==> src/logic/dsp_ctrl_defines.vh <==
// constants for the core control register group: offsets, fields, timing
// assumes 12-bit control-port locations and 16-bit register words
`ifndef DSP_CTRL_DEFINES_VH
`define DSP_CTRL_DEFINES_VH

`define OFS_LOAD_TARGET_0 12'h815
`define OFS_LOAD_TARGET_4 12'h819
`define OFS_NODE_CAPTURE_0 12'h81A
`define OFS_NODE_CAPTURE_1 12'h81B
`define OFS_CORE_CONTROL 12'h81C

`define LOAD_TARGET_RESET 12'h000
`define CORE_CONTROL_RESET 16'h0000
`define CORE_CONTROL_MASK 16'h31FF
`define CAPTURE_SETUP_RESET 12'h000

`define CC_DEBOUNCE_HI 13
`define CC_DEBOUNCE_LO 12
`define CC_AUX_HOST_WRITE 8
`define CC_PIN_HOST_WRITE 7
`define CC_IF_HOST_WRITE 6
`define CC_BEGIN_TRANSFER 5
`define CC_INPUT_UNMUTE 4
`define CC_OUTPUT_UNMUTE 3
`define CC_CORE_RUN 2
`define CC_RATE_HI 1
`define CC_RATE_LO 0

`define SETUP_STEP_HI 11
`define SETUP_STEP_LO 2
`define SETUP_SEL_HI 1
`define SETUP_SEL_LO 0

`define SEL_MULT_X 2'h0
`define SEL_MULT_Y 2'h1
`define SEL_MULT_ACCUM_RESULT 2'h2
`define SEL_ACC_FBACK 2'h3

`define DEB_CODE_20 2'h0
`define DEB_CODE_40 2'h1
`define DEB_CODE_10 2'h2
`define DEB_20_MS 6'h14
`define DEB_40_MS 6'h28
`define DEB_10_MS 6'h0A

`define CLK_PERIOD_NS 4
`define MS_IN_NS 1000000

`endif

==> src/logic/node_capture_unit.v <==
// one capture channel: samples a chosen datapath word at a chosen step
// assumes step_index is the core program counter, valid with step_valid
`timescale 1ns/100ps
`default_nettype none
`include "dsp_ctrl_defines.vh"

module node_capture_unit (
	input wire mclk,
	input wire srst,
	input wire step_valid,
	input wire [9:0] step_index,
	input wire [11:0] setup,
	input wire [27:0] mult_x_operand,
	input wire [27:0] mult_y_operand,
	input wire [27:0] mult_accum_result,
	input wire [27:0] accum_feedback,
	output reg [23:0] captured_q
);
	reg [27:0] picked;

	always @* begin
		case (setup[`SETUP_SEL_HI:`SETUP_SEL_LO])
			`SEL_MULT_X: picked = mult_x_operand;
			`SEL_MULT_Y: picked = mult_y_operand;
			`SEL_MULT_ACCUM_RESULT: picked = mult_accum_result;
			default: picked = accum_feedback;
		endcase
	end

	always @(posedge mclk) begin
		if (srst) begin
			captured_q <= 24'h000000;
		end else if (step_valid &&
				step_index == setup[`SETUP_STEP_HI:`SETUP_STEP_LO]) begin
			// drop four fraction bits, 5.19 result
			captured_q <= picked[27:4];
		end
	end
endmodule
`default_nettype wire

==> src/logic/dsp_capture_safeload_control.v <==
// control-port register group: deferred-load targets, captures, core control
// assumes a synchronous single-cycle register port and a frame enable pulse
`timescale 1ns/100ps
`default_nettype none
`include "dsp_ctrl_defines.vh"

// Function
// - five deferred-load target registers, each reset to zero.
// - two independent readable capture registers sampling any program node.
// - capture step count spans program steps 0 to 1023.
// - copy selected datapath word when program counter equals capture step.
// - setup word holds step in bits 11:2, select in 1:0, rest zero.
// - select 00 mult X, 01 mult Y, 10 MAC result, 11 accumulator feedback.
// - captured values are two's complement 5.19 fixed point.
// - captured value is the 28-bit 5.23 word minus four LSBs.
// - captures read at locations 2074 and 2075.
// - debounce codes 00 20 ms, 01 40 ms, 10 10 ms.
// - 16-bit core control register resets to zero with given layout.
// - target register n pairs with data register n, in order.
// - transfer moves only pairs written since the previous transfer.
// - begin-transfer bit clears itself when transfer completes.
// - transfer completes within one audio frame after begin is set; here it ends 5 cycles after the first frame tick seen while waiting.
module dsp_capture_safeload_control #(
	parameter MS_CYCLES = `MS_IN_NS / `CLK_PERIOD_NS,
	parameter PIN_COUNT = 12
) (
	input wire mclk,
	input wire srst,
	input wire [11:0] reg_addr,
	input wire reg_wr,
	input wire [15:0] reg_wdata,
	input wire reg_rd,
	output reg [23:0] reg_rdata_q,
	output reg reg_rvalid_q,
	input wire [4:0] load_data_written,
	input wire frame_tick,
	input wire step_valid,
	input wire [9:0] step_index,
	input wire [27:0] mult_x_operand,
	input wire [27:0] mult_y_operand,
	input wire [27:0] mult_accum_result,
	input wire [27:0] accum_feedback,
	input wire [PIN_COUNT-1:0] pin_in,
	output reg [PIN_COUNT-1:0] pin_debounced_q,
	output reg [15:0] core_control_q,
	output reg ram_load_valid_q,
	output reg [2:0] ram_load_slot_q,
	output reg [11:0] ram_load_addr_q
);
	localparam ST_IDLE = 3'b001;
	localparam ST_WAIT = 3'b010;
	localparam ST_LOAD = 3'b100;
	// the tick counter is 18 bits: more than 262144 cycles per ms won't fit
	localparam [31:0] MS_LAST_W = MS_CYCLES - 1;
	localparam [17:0] MS_LAST = MS_LAST_W[17:0];

	reg [11:0] target_q [0:4];
	reg [4:0] pending_q;
	reg [11:0] setup_q [0:1];
	wire [23:0] captured [0:1];
	reg [2:0] state_q;
	reg [2:0] slot_q;
	reg [17:0] ms_cnt_q;
	reg ms_tick_q;
	reg [5:0] deb_limit;
	reg [23:0] rd_d;
	wire wr_ctrl = reg_wr && reg_addr == `OFS_CORE_CONTROL;
	wire load_done = state_q == ST_LOAD && slot_q == 3'h4;
	wire [11:0] rd_ofs = reg_addr - `OFS_LOAD_TARGET_0;

	genvar g;
	generate
		for (g = 0; g < 5; g = g + 1) begin : g_slot
			wire [31:0] idx = g;
			wire [11:0] ofs = `OFS_LOAD_TARGET_0 + idx[11:0];
			wire hit = reg_wr && reg_addr == ofs;
			wire sent = state_q == ST_LOAD && slot_q == idx[2:0];
			always @(posedge mclk) begin
				if (srst) begin
					target_q[g] <= `LOAD_TARGET_RESET;
					pending_q[g] <= 1'b0;
				end else begin
					// only the 12 address bits are stored
					if (hit)
						target_q[g] <= reg_wdata[11:0];
					// a fresh write wins over the send clear
					if (hit || load_data_written[g])
						pending_q[g] <= 1'b1;
					else if (sent)
						pending_q[g] <= 1'b0;
				end
			end
		end
		for (g = 0; g < 2; g = g + 1) begin : g_cap
			wire [31:0] idx = g;
			wire [11:0] ofs = `OFS_NODE_CAPTURE_0 + idx[11:0];
			always @(posedge mclk) begin
				if (srst)
					setup_q[g] <= `CAPTURE_SETUP_RESET;
				// step and select packed in the low 12 bits
				else if (reg_wr && reg_addr == ofs)
					setup_q[g] <= reg_wdata[11:0];
			end
			node_capture_unit u_cap (
				.mclk(mclk),
				.srst(srst),
				.step_valid(step_valid),
				.step_index(step_index),
				.setup(setup_q[g]),
				.mult_x_operand(mult_x_operand),
				.mult_y_operand(mult_y_operand),
				.mult_accum_result(mult_accum_result),
				.accum_feedback(accum_feedback),
				.captured_q(captured[g])
			);
		end
	endgenerate

	always @(posedge mclk) begin
		if (srst) begin
			core_control_q <= `CORE_CONTROL_RESET;
		end else if (wr_ctrl) begin
			core_control_q <= reg_wdata & `CORE_CONTROL_MASK;
		end else if (load_done) begin
			// begin bit self-clears once the last slot is sent
			core_control_q[`CC_BEGIN_TRANSFER] <= 1'b0;
		end
	end

	// transfer waits for a frame boundary so the core never sees a mix
	// of old and new coefficients inside one frame
	always @(posedge mclk) begin
		if (srst) begin
			state_q <= ST_IDLE;
			slot_q <= 3'h0;
			ram_load_valid_q <= 1'b0;
			ram_load_slot_q <= 3'h0;
			ram_load_addr_q <= 12'h000;
		end else begin
			ram_load_valid_q <= 1'b0;
			case (state_q)
				ST_IDLE: begin
					if (core_control_q[`CC_BEGIN_TRANSFER])
						state_q <= ST_WAIT;
				end
				ST_WAIT: begin
					// starts at the next frame, ends 5 cycles on
					if (frame_tick) begin
						state_q <= ST_LOAD;
						slot_q <= 3'h0;
					end
				end
				ST_LOAD: begin
					// slot n sends target n with data n
					if (pending_q[slot_q]) begin
						ram_load_valid_q <= 1'b1;
						ram_load_slot_q <= slot_q;
						ram_load_addr_q <= target_q[slot_q];
					end
					if (load_done)
						state_q <= ST_IDLE;
					else
						slot_q <= slot_q + 3'h1;
				end
				default: state_q <= ST_IDLE;
			endcase
		end
	end

	always @* begin
		case (core_control_q[`CC_DEBOUNCE_HI:`CC_DEBOUNCE_LO])
			`DEB_CODE_20: deb_limit = `DEB_20_MS;
			`DEB_CODE_40: deb_limit = `DEB_40_MS;
			`DEB_CODE_10: deb_limit = `DEB_10_MS;
			// reserved code falls back to 20 ms
			default: deb_limit = `DEB_20_MS;
		endcase
	end

	always @(posedge mclk) begin
		if (srst) begin
			ms_cnt_q <= 18'h00000;
			ms_tick_q <= 1'b0;
		end else begin
			ms_tick_q <= ms_cnt_q == MS_LAST;
			if (ms_cnt_q == MS_LAST)
				ms_cnt_q <= 18'h00000;
			else
				ms_cnt_q <= ms_cnt_q + 18'h00001;
		end
	end

	// pin change must hold for the whole interval; a glitch restarts it
	generate
		for (g = 0; g < PIN_COUNT; g = g + 1) begin : g_pin
			reg [5:0] cnt_q;
			always @(posedge mclk) begin
				if (srst) begin
					cnt_q <= 6'h00;
					pin_debounced_q[g] <= 1'b0;
				end else if (pin_in[g] == pin_debounced_q[g]) begin
					cnt_q <= 6'h00;
				end else if (ms_tick_q) begin
					if (cnt_q + 6'h01 >= deb_limit) begin
						pin_debounced_q[g] <= pin_in[g];
						cnt_q <= 6'h00;
					end else begin
						cnt_q <= cnt_q + 6'h01;
					end
				end
			end
		end
	endgenerate

	always @* begin
		rd_d = 24'h000000;
		if (reg_addr >= `OFS_LOAD_TARGET_0 &&
				reg_addr <= `OFS_LOAD_TARGET_4)
			rd_d = {12'h000, target_q[rd_ofs[2:0]]};
		// captures read at their own locations, 5.19 format
		if (reg_addr == `OFS_NODE_CAPTURE_0)
			rd_d = captured[0];
		if (reg_addr == `OFS_NODE_CAPTURE_1)
			rd_d = captured[1];
		if (reg_addr == `OFS_CORE_CONTROL)
			rd_d = {8'h00, core_control_q};
	end

	always @(posedge mclk) begin
		if (srst) begin
			reg_rdata_q <= 24'h000000;
			reg_rvalid_q <= 1'b0;
		end else begin
			reg_rvalid_q <= reg_rd;
			if (reg_rd)
				reg_rdata_q <= rd_d;
		end
	end
endmodule
`default_nettype wire

==> config.mk <==
export PLATFORM = sky130hd
export DESIGN_NAME = dsp_capture_safeload_control
export DESIGN_NICKNAME = d
export VERILOG_FILES = /design/src/logic/node_capture_unit.v /design/src/logic/dsp_capture_safeload_control.v
export VERILOG_INCLUDE_DIRS = /design/src /design/src/logic
export SDC_FILE = /design/constraint.sdc
export NUM_CORES = 1
export LEC_CHECK = 0
export BUFFER_PORTS_ARGS = -buffer_cell sky130_fd_sc_hd__buf_2
export CELL_PAD_IN_SITES_DETAIL_PLACEMENT = 0
export CELL_PAD_IN_SITES_GLOBAL_PLACEMENT = 1
export CORE_MARGIN = 2
export CORE_UTILIZATION = 39
export DETAILED_ROUTE_END_ITERATION = 6
export PLACE_DENSITY_LB_ADDON = 0.1
export SLEW_MARGIN = 20
export SYNTH_ARGS = -nofsm -noshare
export SYNTH_HDL_FRONTEND = slang
export SYNTH_SLANG_ARGS = --single-unit
==> constraint.sdc <==
create_clock -name mclk -period 6.76 [get_ports mclk]
set_input_delay 0.676 -clock mclk [delete_from_list [all_inputs] [get_ports mclk]]
set_output_delay 0.676 -clock mclk [all_outputs]
set_load 0.05 [all_outputs]
==> results of run 1 <==
-- how the worst max path moves through the flow --
stage | from | end | slack, ns
global placement | core_control_q[12]$_SDFFE_PP0P_ | pin_debounced_q[0]$_SDFFE_PP0P_ | 2.66
CTS | core_control_q[12]$_SDFFE_PP0P_ | g_pin[0].cnt_q[2]$_SDFFE_PP0P_ | 2.58
global route | core_control_q[12]$_SDFFE_PP0P_ | g_pin[6].cnt_q[3]$_SDFFE_PP0P_ | 1.72
detailed placement | core_control_q[12]$_SDFFE_PP0P_ | g_pin[0].cnt_q[2]$_SDFFE_PP0P_ | 2.58
floorplan | core_control_q[12]$_SDFFE_PP0P_ | g_pin[4].cnt_q[2]$_SDFFE_PP0P_ | 3.60
finish | core_control_q[12]$_SDFFE_PP0P_ | g_pin[0].cnt_q[2]$_SDFFE_PP0P_ | 2.26
-- registers in the layout (all words and copies together) (netlist names) --
name and count:
state_q 3, g_pin.cnt_q 72, ram_load_addr_q 12, ram_load_valid_q 1
core_control_q 11, reg_rdata_q 24, setup_q 24, ram_load_slot_q 3
ms_cnt_q 18, reg_rvalid_q 1, target_q 60, ms_tick_q 1
pending_q 5, pin_debounced_q 12, g_cap.u_cap.captured_q 48, slot_q 3
-- cell usage after synthesis (all sizes together) (2+ instances only) --
| library cell | instances | share of area, % |
|---|---|---|
| nand4 | 8 | 0.30 |
| o211ai | 4 | 0.18 |
| or3 | 2 | 0.076 |
| xor2 | 43 | 2.3 |
| nor3b | 3 | 0.17 |
| nand4b | 12 | 0.63 |
| and2 | 52 | 2.0 |
| nor3 | 18 | 0.60 |
| nor4b | 4 | 0.21 |
| a41oi | 2 | 0.11 |
| nand3 | 106 | 3.2 |
| clkbuf | 63 | 1.4 |
| xnor2 | 52 | 2.8 |
| and3 | 46 | 1.7 |
| a22oi | 19 | 0.86 |
| nand2 | 171 | 3.9 |
| nand2b | 52 | 2.0 |
| nand3b | 37 | 1.7 |
| buf | 32 | 1.2 |
| edfxtp | 84 | 15 |
| o22a | 9 | 0.48 |
| nor2 | 137 | 3.1 |
| nor4 | 3 | 0.11 |
| o41ai | 12 | 1.2 |
| dfxtp | 214 | 26 |
| ha | 84 | 6.3 |
| mux2i | 75 | 4.5 |
| mux4 | 73 | 10 |
| a32o | 3 | 0.18 |
| inv | 38 | 0.86 |
| nor2b | 3 | 0.11 |
| a31oi | 36 | 1.4 |
| a21oi | 95 | 2.9 |
| o21ai | 61 | 1.8 |
-- per-stage QoR --
stage / hold slack [ns] / std cells / area [um^2] / power [mW] / setup WS (ns)
finish: 0.364 / 2411 / 19200 / 4.19 / 2.26
global route: 0.361 / 2410 / 19200 / 4.34 / 1.72
CTS: 0.330 / 2410 / 19200 / 4.25 / 2.58
detailed placement: 0.437 / 2346 / 18000 / 2.22 / 2.58
global placement: 0.430 / 2346 / 18000 / 2.22 / 2.66
floorplan: 0.429 / 1670 / 16600 / 2.09 / 3.60
-- logic make-up after synthesis --
kind of cell,Yosys count,share of synthesized area [%]
compound gates,248,9.41
xor+xnor,95,5.03
fa+ha+maj,84,6.35
buf+inv,134,3.57
flops,298,41.1
mux,148,14.6
other cells,1,0.0227
simple gates,658,20.0
-- power by group --
part           internal [mW]  switching (mW)  leakage [nW]
logic                  0.130           0.163          4.32
registers               1.86          0.0211          2.52
clock network           1.21           0.799         0.593
-- tightest hold or removal path: stages --
cell and delay [ns]:
buf_2 0.09, nand2_1 0.04, a21oi_1 0.05
-- cell type report --
type                            instances  area share [%]
Timing Repair Buffer                  232            6.23
Inverter                               39           0.761
Tap cell                              539            3.51
Clock inverter                          9           0.761
Antenna cell                            1          0.0130
Sequential cell                       298            35.4
Multi-Input combinational cell       1238            47.8
Clock buffer                           55            5.53
-- routing by layer --
layer | part of all wire (%) | global-route usage [%]
met5 | 0.12 | 0
met2 | 48 | 35.2
met1 | 44 | 26.9
met4 | 2.0 | 5.70
met3 | 5.9 | 5.04
-- cell usage in the layout (no fill, tap or decap), drive strengths merged, types with 55 or more instances in the layout --
master / synthesis / routed
mux2i: 75 / 75
edfxtp: 84 / 84
a21oi: 95 / 95
o21ai: 61 / 61
nand3: 106 / 106
clkbuf: 63 / 55
nand2: 171 / 171
buf: 32 / 232
mux4: 73 / 73
nor2: 137 / 137
dfxtp: 214 / 214
ha: 84 / 84
==> flow_metrics.py, run 1 <==
metrics = {
    "drt": {
        "via_count": 12986,
        "finalWirelength_mm": 46.0,
        "drc": 0,
        "drtIter0Drc": 732,
        "antenna_left": 0,
        "first_pass_iters": 5,
        "vias_per_cell": 5.39,
        "routedWlPerCell_um": 19.1,
    },
    "timing": {
        "fin_crit_ns": 4.50,
        "slew_headroom_pct": 26.0,
        "setup_viol": 0,
        "fin_skew_ns": 0.0161,
        "finalHoldViolCount": 0,
        "period_share_pct": 66.6,
        "tightest_slew_ns": 1.11,
        "tns_ns": 0,
        "drv_slew": 0,
        "fmax_mhz": 222,
        "rsz0062_at_grt": "false",
    },
    "critical_path": {
        "timing.critical_path.buf_inv": 2,
        "crit_path_end_kind": "flop",
        "arrival_ns": 4.98,
        "worst_path_max_delay_cell": "clkinv_1",
        "worstRegToRegCells": 9,
        "path_delay_family": "adder cells",
        "cp_max_fo": 24,
        "crit_chain": "inv_1 -> ha_1 -> clkinv_1 -> ha_1 -> o21ai_0 -> a31oi_1 -> o41ai_2 -> nand4b_1 -> a31oi_1",
        "rrSetupSlack_ns": 2.26,
        "regToRegStartpoint": "core_control_q[12]$_SDFFE_PP0P_",
        "reg2reg_to": "g_pin[0].cnt_q[2]$_SDFFE_PP0P_",
        "startpoint_type": "flop",
        "path_depth": 9,
        "required_ns": 7.23,
        "path_class": "reg2reg",
        "worst_path_largest_cell_delay_ns": 1.06,
    },
    "yosys": {
        "synth_flop_cell": "dfxtp_1",
        "synth-seq-cells": 298,
        "ys_seq_area_share_pct": 41.1,
        "synth_enable_flop_cells": 84,
        "synth_area_per_cell_um2": 9.94,
        "synthCells": 1666,
        "synth_cell_types": 57,
        "ys_warn_count": 0,
        "synth_area_mm2": 0.0166,
        "synthArstFlopShare_pct": 0,
    },
    "finish": {
        "syn_to_final_growth_pct": 16.2,
        "num-nets-final": 2103,
        "regArea_mm2": 0.00681,
        "final_layout_size_suffix_gt1_share_pct": 20.0,
        "n_fill_cell": 3981,
        "multi_input_area_mm2": 0.00920,
        "post-route-util_pct": 45.9,
    },
    "worst_hold_path": {
        "holdCritPathClass": "in2reg",
        "hold_start": "reg_wdata[13]",
        "holdPathStages": 3,
        "min_to": "core_control_q[13]$_SDFFE_PP0P_",
    },
    "placement": {
        "hpwl_mm": 31.6,
        "io_buffers": 218,
        "gp_congestion": 0.796,
    },
    "clocking": {
        "htree_levels": 2,
        "post_cts_buffers": 0,
        "cts_root_buffer": "clkbuf_16",
        "tritoncts": "built",
        "path_clk_slew_ns": 0.06,
        "clock_latency_ns": 0.56,
        "cts_hold_buffers": 0,
        "cts_resized": 0,
        "clkSinkCount": 298,
        "cts_buffer_depth": 3,
        "cts_buffers": 37,
    },
    "floorplan": {
        "rows": 75,
        "design.core.area_mm2": 0.0419,
        "die_h_um": 210,
        "die_area_mm2": 0.0441,
        "start_util_pct": 39.5,
        "io_pins": 242,
        "die_w_um": 210,
    },
    "global_route": {
        "grt_overflow": 0,
        "grt_pass1_vias": 12726,
        "antenna_found_initial": 5,
        "grtUsageTotal_pct": 20.9,
        "grt_pass1_wl_mm": 71.7,
        "grt_max_degree": 112,
    },
    "pwr": {
        "power_leakage_nw": 7.43,
        "irDropWorstVdd_mv": 0.175,
        "p_per_area_mw_per_mm2": 218,
    },
    "run": {
        "cap_violations": 0,
    },
    "run_status": {
        "outcome": "finished clean",
    },
}
(Power assumes the default switching activity.)
==> run 2: changes to the inputs <==
--- a/config.mk
+++ b/config.mk
@@ -6,11 +6,12 @@
 export SDC_FILE = /design/constraint.sdc
 export NUM_CORES = 1
 export LEC_CHECK = 0
+export ABC_AREA = 1
 export BUFFER_PORTS_ARGS = -buffer_cell sky130_fd_sc_hd__buf_2
 export CELL_PAD_IN_SITES_DETAIL_PLACEMENT = 0
 export CELL_PAD_IN_SITES_GLOBAL_PLACEMENT = 1
 export CORE_MARGIN = 2
-export CORE_UTILIZATION = 39
+export CORE_UTILIZATION = 38
 export DETAILED_ROUTE_END_ITERATION = 6
 export PLACE_DENSITY_LB_ADDON = 0.1
 export SLEW_MARGIN = 20
==> constraint.sdc (replaced) <==
create_clock -name mclk -period 4.1 [get_ports mclk]
set_input_delay 0.41 -clock mclk [delete_from_list [all_inputs] [get_ports mclk]]
set_output_delay 0.41 -clock mclk [all_outputs]
set_load 0.05 [all_outputs]
==> run 2 against run 1 <==
Against the previous run: sequential power grew 65%; synthesized cell count rose by 40%; register-to-register slack worse by 0.89 ns; synthesized area is 2.1% higher; cell count increased by 30%; cell area increased by 2.2%; setup slack worse by 0.89 ns; total power is 65% higher; count of clock-buffer cells in the layout grew 1; largest cell class unchanged; largest power group unchanged; highest routed layer unchanged.
==> flow_metrics.py, run 2 <==
metrics = {
    "drt": {
        "wl_met1_mm": 26.1,
        "wl_met3_mm": 3.33,
        "via_count": 15952,
        "drtIter0Drc": 1093,
        "dr_wl_met2_mm": 24.4,
        "finalWirelength_mm": 55.1,
        "antenna_left": 0,
        "routedWlPerCell_um": 17.6,
        "drc": 0,
        "vias_per_cell": 5.09,
        "first_pass_iters": 5,
        "routed.top_layer": "met5",
    },
    "finish": {
        "largest_registers": "g_pin.cnt_q: 72 flops, target_q: 60 flops, g_cap.u_cap.captured_q: 48 flops",
        "largest_reg_flops": 72,
        "final_cells": 3133,
        "post-route-util_pct": 44.6,
        "syn_to_final_growth_pct": 16.3,
        "final_common_cell": "nand2_1",
        "num-nets-final": 2768,
        "n_fill_cell": 4541,
        "top_register": "g_pin.cnt_q",
        "final_layout_size_suffix_gt1_share_pct": 13.4,
        "most-common-layout-cells": "nand2_1, nor2_1, a21oi_1",
    },
    "timing": {
        "slew_headroom_pct": 29.6,
        "drv_slew": 0,
        "tns_ns": 0,
        "fmax_mhz": 366,
        "setup_viol": 0,
        "tightest_slew_ns": 1.06,
        "fin_skew_ns": 0.0207,
        "rsz0062_at_grt": "false",
        "period_share_pct": 66.6,
        "finalHoldViolCount": 0,
        "fin_crit_ns": 2.73,
    },
    "floorplan": {
        "die_w_um": 215,
        "design.core.area_mm2": 0.0440,
        "rows": 77,
        "die_h_um": 215,
        "io_pins": 242,
        "die_area_mm2": 0.0462,
        "start_util_pct": 38.4,
    },
    "critical_path": {
        "crit_path_end_kind": "flop",
        "path_class": "reg2reg",
        "rrSetupSlack_ns": 1.37,
        "timing.critical_path.buf_inv": 2,
        "startpoint_type": "flop",
        "worst_path_max_delay_cell": "inv_1",
        "crit_chain": "inv_1 -> ha_1 -> inv_1 -> ha_1 -> a21oi_1 -> o21a_1 -> nand3_1 -> nor2_1 -> a22oi_1 -> nor2_1",
        "required_ns": 4.57,
        "cp_max_fo": 12,
        "reg2reg_to": "g_pin[1].cnt_q[5]$_SDFFE_PP0P_",
        "arrival_ns": 3.20,
        "regToRegStartpoint": "core_control_q[13]$_SDFFE_PP0P_",
        "worst_path_largest_cell_delay_ns": 0.53,
        "path_delay_family": "buffers and inverters",
        "cp-startpoint": "core_control_q[13]$_SDFFE_PP0P_",
        "worstRegToRegCells": 10,
    },
    "global_route": {
        "antenna_found_initial": 6,
        "grtUsageTotal_pct": 23.4,
        "grt_pass1_wl_mm": 85.2,
        "grt_overflow": 0,
        "grt_pass1_vias": 14971,
        "grt_max_degree": 49,
    },
    "placement": {
        "io_buffers": 218,
        "place_inst": 3064,
        "gp_congestion": 0.856,
        "hpwl_mm": 39.2,
    },
    "yosys": {
        "yosysMostFrequentCell": "nand2_1",
        "yosysTopAreaCell": "dfxtp_1",
        "synth_area_per_cell_um2": 7.25,
        "ys_seq_area_share_pct": 40.3,
        "yosys-top-cells-count": "nand2_1, nor2_1, a21oi_1, dfxtp_1, inv_1",
        "ys_warn_count": 0,
        "synthArstFlopShare_pct": 0,
        "synth_enable_flop_cells": 84,
        "synthCells": 2332,
        "yosysTopAreaCellShare_pct": 25.3,
        "synth_area_mm2": 0.0169,
        "synth-seq-cells": 298,
        "synth_flop_cell": "dfxtp_1",
        "synth.area.top_cells": "dfxtp_1, edfxtp_1, nand2_1",
        "synth_cell_types": 45,
    },
    "worst_hold_path": {
        "min_to": "pending_q[3]$_SDFFE_PP0P_",
        "hold_start": "load_data_written[3]",
        "holdCritPathClass": "in2reg",
        "holdPathStages": 3,
    },
    "clocking": {
        "clock_latency_ns": 0.55,
        "cts_hold_buffers": 0,
        "post_cts_buffers": 0,
        "cts_buffers": 36,
        "clkSinkCount": 298,
        "cts_buffer_depth": 3,
        "path_clk_slew_ns": 0.05,
        "tritoncts": "built",
        "cts_root_buffer": "clkbuf_16",
        "htree_levels": 2,
        "cts_resized": 0,
    },
    "run_status": {
        "outcome": "finished clean",
    },
    "run": {
        "cap_violations": 0,
    },
    "pwr": {
        "power_leakage_nw": 8.64,
        "irDropWorstVdd_mv": 0.207,
        "p_per_area_mw_per_mm2": 350,
    },
}
[run 2: cell types whose count changed after synthesis, moves of 34 or more]
cell / before / now
a21oi_1: 95 / 225
a31oi_1: 36 / 2
and2_1: 51 / 0
and3_1: 46 / 1
inv_1: 38 / 206
mux2i_1: 75 / 0
mux4_2: 69 / 0
nand2_1: 171 / 505
nand2b_1: 52 / 0
nand3_1: 106 / 151
nand4_1: 8 / 54
nor2_1: 137 / 283
o21ai_0: 60 / 195
[run 2: tightest hold or removal path: cells and delay by family]
kind	cells	cell delay [ns]
buf+inv	1	0.07
simple gates	1	0.06
compound gates	1	0.08
[run 2: through the flow]
stage | hold WS (ns) | power [mW] | cell area [um^2] | setup slack (ns)
2_1_floorplan | 0.430 | 3.49 | 16900 | 1.18
3_3_place_gp | 0.452 | 3.74 | 18500 | 1.20
3_5_place_dp | 0.452 | 3.75 | 18500 | 1.16
4_1_cts | 0.104 | 6.96 | 19600 | 1.39
5_1_grt | 0.147 | 7.15 | 19600 | 1.16
6_report | 0.133 | 6.89 | 19700 | 1.37
[run 2: per-layer routing]
metal / GRT usage (%) / vias up
li1: - / 8103
met1: 33.0 / 7365
met2: 36.9 / 405
met3: 3.86 / 77
met4: 6.97 / 2
met5: 0 / -
[run 2: worst max-delay path by stage]
stage                                      to  cells after the start
6_report       g_pin[1].cnt_q[5]$_SDFFE_PP0P_                     10
5_1_grt        g_pin[0].cnt_q[2]$_SDFFE_PP0P_                     10
4_1_cts        g_pin[1].cnt_q[2]$_SDFFE_PP0P_                     10
3_5_place_dp      reg_rdata_q[4]$_SDFFE_PP0P_                     10
3_3_place_gp      reg_rdata_q[4]$_SDFFE_PP0P_                     10
2_1_floorplan     setup_q[0][0]$_SDFFCE_PN0P_                      9
[run 2: report_power, final]
group	switching (mW)	total (mW)	leakage, nW	internal (mW)
Combinational	0.404	0.582	5.55	0.178
Clock	1.28	3.20	0.571	1.93
Sequential	0.0285	3.11	2.52	3.08
[run 2: area by class of cell]
class,count,area [um^2],area share (%)
Clock inverter,6,83.8,0.427
Antenna cell,6,15.0,0.0764
Multi-Input combinational cell,1711,8780,44.7
Inverter,214,803,4.09
Tap cell,592,741,3.77
Timing Repair Buffer,250,1340,6.84
Clock buffer,56,1080,5.48
Sequential cell,298,6810,34.6
[run 2: cell families after synthesis]
group | count (synthesis) | synth area share, %
AND/OR/NAND/NOR | 1071 | 27.2
AO/OA/AOI/OAI | 491 | 15.3
buffers and inverters | 327 | 7.93
flip-flops | 298 | 40.3
adder cells (fa/ha/maj) | 84 | 6.22
XOR/XNOR | 60 | 3.11
other | 1 | 0.0222
==> run 3: changes to the inputs <==
--- a/config.mk
+++ b/config.mk
@@ -6,12 +6,12 @@
 export SDC_FILE = /design/constraint.sdc
 export NUM_CORES = 1
 export LEC_CHECK = 0
-export ABC_AREA = 1
+export ABC_AREA = 0
 export BUFFER_PORTS_ARGS = -buffer_cell sky130_fd_sc_hd__buf_2
 export CELL_PAD_IN_SITES_DETAIL_PLACEMENT = 0
 export CELL_PAD_IN_SITES_GLOBAL_PLACEMENT = 1
 export CORE_MARGIN = 2
-export CORE_UTILIZATION = 38
+export CORE_UTILIZATION = 39
 export DETAILED_ROUTE_END_ITERATION = 6
 export PLACE_DENSITY_LB_ADDON = 0.1
 export SLEW_MARGIN = 20
==> constraint.sdc (replaced) <==
create_clock -name mclk -period 2.6 [get_ports mclk]
set_input_delay 0.26 -clock mclk [delete_from_list [all_inputs] [get_ports mclk]]
set_output_delay 0.26 -clock mclk [all_outputs]
set_load 0.05 [all_outputs]
==> run 3 against run 2 <==
Against the previous run: fmax up 12%; routed wire length down 15%; clock power up 61%; count of clock-buffer cells in the layout up 5; critical path depth up 1.
==> flow_metrics.py, run 3 (synthesis gave the netlist of run 1 again) <==
metrics = {
    "finish": {
        "final_cells": 2489,
        "most-common-layout-cells": "buf_2, dfxtp_1, nand2_1",
        "syn_to_final_growth_pct": 21.7,
        "top_register": "g_pin.cnt_q",
        "largest_registers": "g_pin.cnt_q: 72 flops, target_q: 60 flops, g_cap.u_cap.captured_q: 48 flops",
        "n_fill_cell": 3939,
        "final_layout_size_suffix_gt1_share_pct": 21.8,
        "num-nets-final": 2176,
        "largest_reg_flops": 72,
        "final_common_cell": "buf_2",
    },
    "drt": {
        "vias_per_cell": 5.34,
        "routedWlPerCell_um": 18.8,
        "drc": 0,
        "via_count": 13279,
        "antenna_left": 0,
        "finalWirelength_mm": 46.9,
        "drtIter0Drc": 747,
        "first_pass_iters": 6,
    },
    "timing": {
        "rsz0062_at_grt": "false",
        "setup_viol": 0,
        "fmax_mhz": 411,
        "slew_headroom_pct": 41.9,
        "tightest_slew_ns": 0.871,
        "tns_ns": 0,
        "period_share_pct": 93.6,
        "drv_slew": 0,
        "finalHoldViolCount": 0,
        "fin_crit_ns": 2.43,
        "fin_skew_ns": 0.0217,
    },
    "global_route": {
        "grt_pass1_wl_mm": 74.3,
        "antenna_found_initial": 7,
        "grtUsageTotal_pct": 21.5,
        "grt_overflow": 0,
        "grt_max_degree": 100,
        "grt_pass1_vias": 13440,
    },
    "clocking": {
        "clkSinkCount": 298,
        "cts_root_buffer": "clkbuf_16",
        "htree_levels": 2,
        "cts_buffer_depth": 3,
        "tritoncts": "built",
        "clock_latency_ns": 0.57,
        "cts_resized": 0,
        "cts_buffers": 38,
        "path_clk_slew_ns": 0.06,
    },
    "placement": {
        "gp_congestion": 0.785,
        "place_inst": 2386,
        "hpwl_mm": 32.4,
        "io_buffers": 218,
    },
    "pwr": {
        "p_per_area_mw_per_mm2": 540,
        "power_leakage_nw": 7.88,
        "irDropWorstVdd_mv": 0.581,
    },
    "floorplan": {
        "start_util_pct": 39.5,
        "die_h_um": 210,
        "die_area_mm2": 0.0441,
        "rows": 75,
        "io_pins": 242,
        "design.core.area_mm2": 0.0419,
        "die_w_um": 210,
    },
    "worst_hold_path": {
        "holdCritPathClass": "in2reg",
    },
    "critical_path": {
        "arrival_ns": 2.92,
        "crit_top_cell": "a31oi_1",
        "startpoint_type": "flop",
        "cp_max_fo": 24,
        "crit_chain": "inv_2 -> ha_4 -> clkinvlp_4 -> buf_12 -> ha_1 -> o21ai_0 -> a31oi_1 -> o41ai_4 -> buf_4 -> nand4b_1 -> a31oi_1",
        "worst_path_largest_cell_delay_ns": 0.37,
        "crit_path_end_kind": "flop",
        "worst_path_max_delay_cell": "dfxtp_4",
        "required_ns": 3.08,
        "path_class": "reg2reg",
    },
    "run": {
        "cap_violations": 0,
    },
    "run_status": {
        "outcome": "finished clean",
    },
}
-- run 3: cell types whose count changed in the layout (fill, tap and decap cells not counted), moves of 69 or more --
cell	change
inv_1	-169
a21oi_1	-130
mux2i_1	+75
nand2_1	-334
o21ai_0	-133
mux4_2	+69
nor2_1	-144
-- run 3: per-stage QoR --
step	setup slack [ns]	instance area (um^2)	power [mW]	util [%]	hold WS [ns]
2_1_floorplan	0.00618	16700	5.42	-	0.382
3_3_place_gp	0.197	18600	5.81	44.4	0.431
3_5_place_dp	0.142	18600	5.82	44.4	0.443
4_1_cts	0.108	20100	11.1	47.9	0.0219
5_1_grt	0.00550	20100	11.3	48.0	0.0420
6_report	0.165	20200	10.9	48.0	0.0424
-- run 3: repair_timing --
action	4_1_cts	5_1_grt
endpoints found under the setup margin	0	35
setup buffers	0	8
hold buffers	24	0
hold endpoints to repair	25	0
-- run 3: cell type report --
cell class                 count  area (um^2)  share of cell area [%]
antenna                        3         7.51                  0.0373
clock buffer                  61         1110                    5.49
clock inverter                 7          103                   0.509
inverter                      39          150                   0.745
multi-input combinational   1238         9350                    46.4
sequential                   298         6820                    33.8
tap                          539          674                    3.35
timing repair buffer         304         1950                    9.67
-- run 3: layer usage --
| layer | global-route usage (%) | wire [um] | vias to the layer above |
|---|---|---|---|
| met5 | 0 | 47 | - |
| met4 | 4.94 | 772 | 8 |
| met3 | 4.60 | 2500 | 60 |
| met2 | 37.5 | 22900 | 267 |
| met1 | 27.4 | 20700 | 6415 |
| li1 | - | - | 6529 |
-- run 3: final timing paths --
check                           depth (start not counted)                               to  slack [ns]                       startpoint
worst min-delay path                                    3   core_control_q[6]$_SDFFE_PP0P_        0.04                     reg_wdata[6]
worst min register to register                          2     reg_rdata_q[15]$_SDFFE_PP0P_        0.45     reg_rdata_q[15]$_SDFFE_PP0P_
worst max register to register                         11  g_pin[11].cnt_q[2]$_SDFFE_PP0P_        0.17  core_control_q[12]$_SDFFE_PP0P_
worst max-delay path                                   11  g_pin[11].cnt_q[2]$_SDFFE_PP0P_        0.17  core_control_q[12]$_SDFFE_PP0P_
-- run 3: where the power goes --
group / total (mW) / internal, mW / switching, mW
combinational: 0.856 / 0.401 / 0.455
clock: 5.15 / 3.04 / 2.11
sequential: 4.88 / 4.85 / 0.0387
-- run 3: worst max-delay path, delay by kind of cell, from the launching register on --
family                   cells  cell delay, ns
AO/OA/AOI/OAI                4            0.77
adder cells (fa/ha/maj)      2            0.57
buffers and inverters        4            0.53
flip-flops                   1            0.37
AND/OR/NAND/NOR              1            0.11
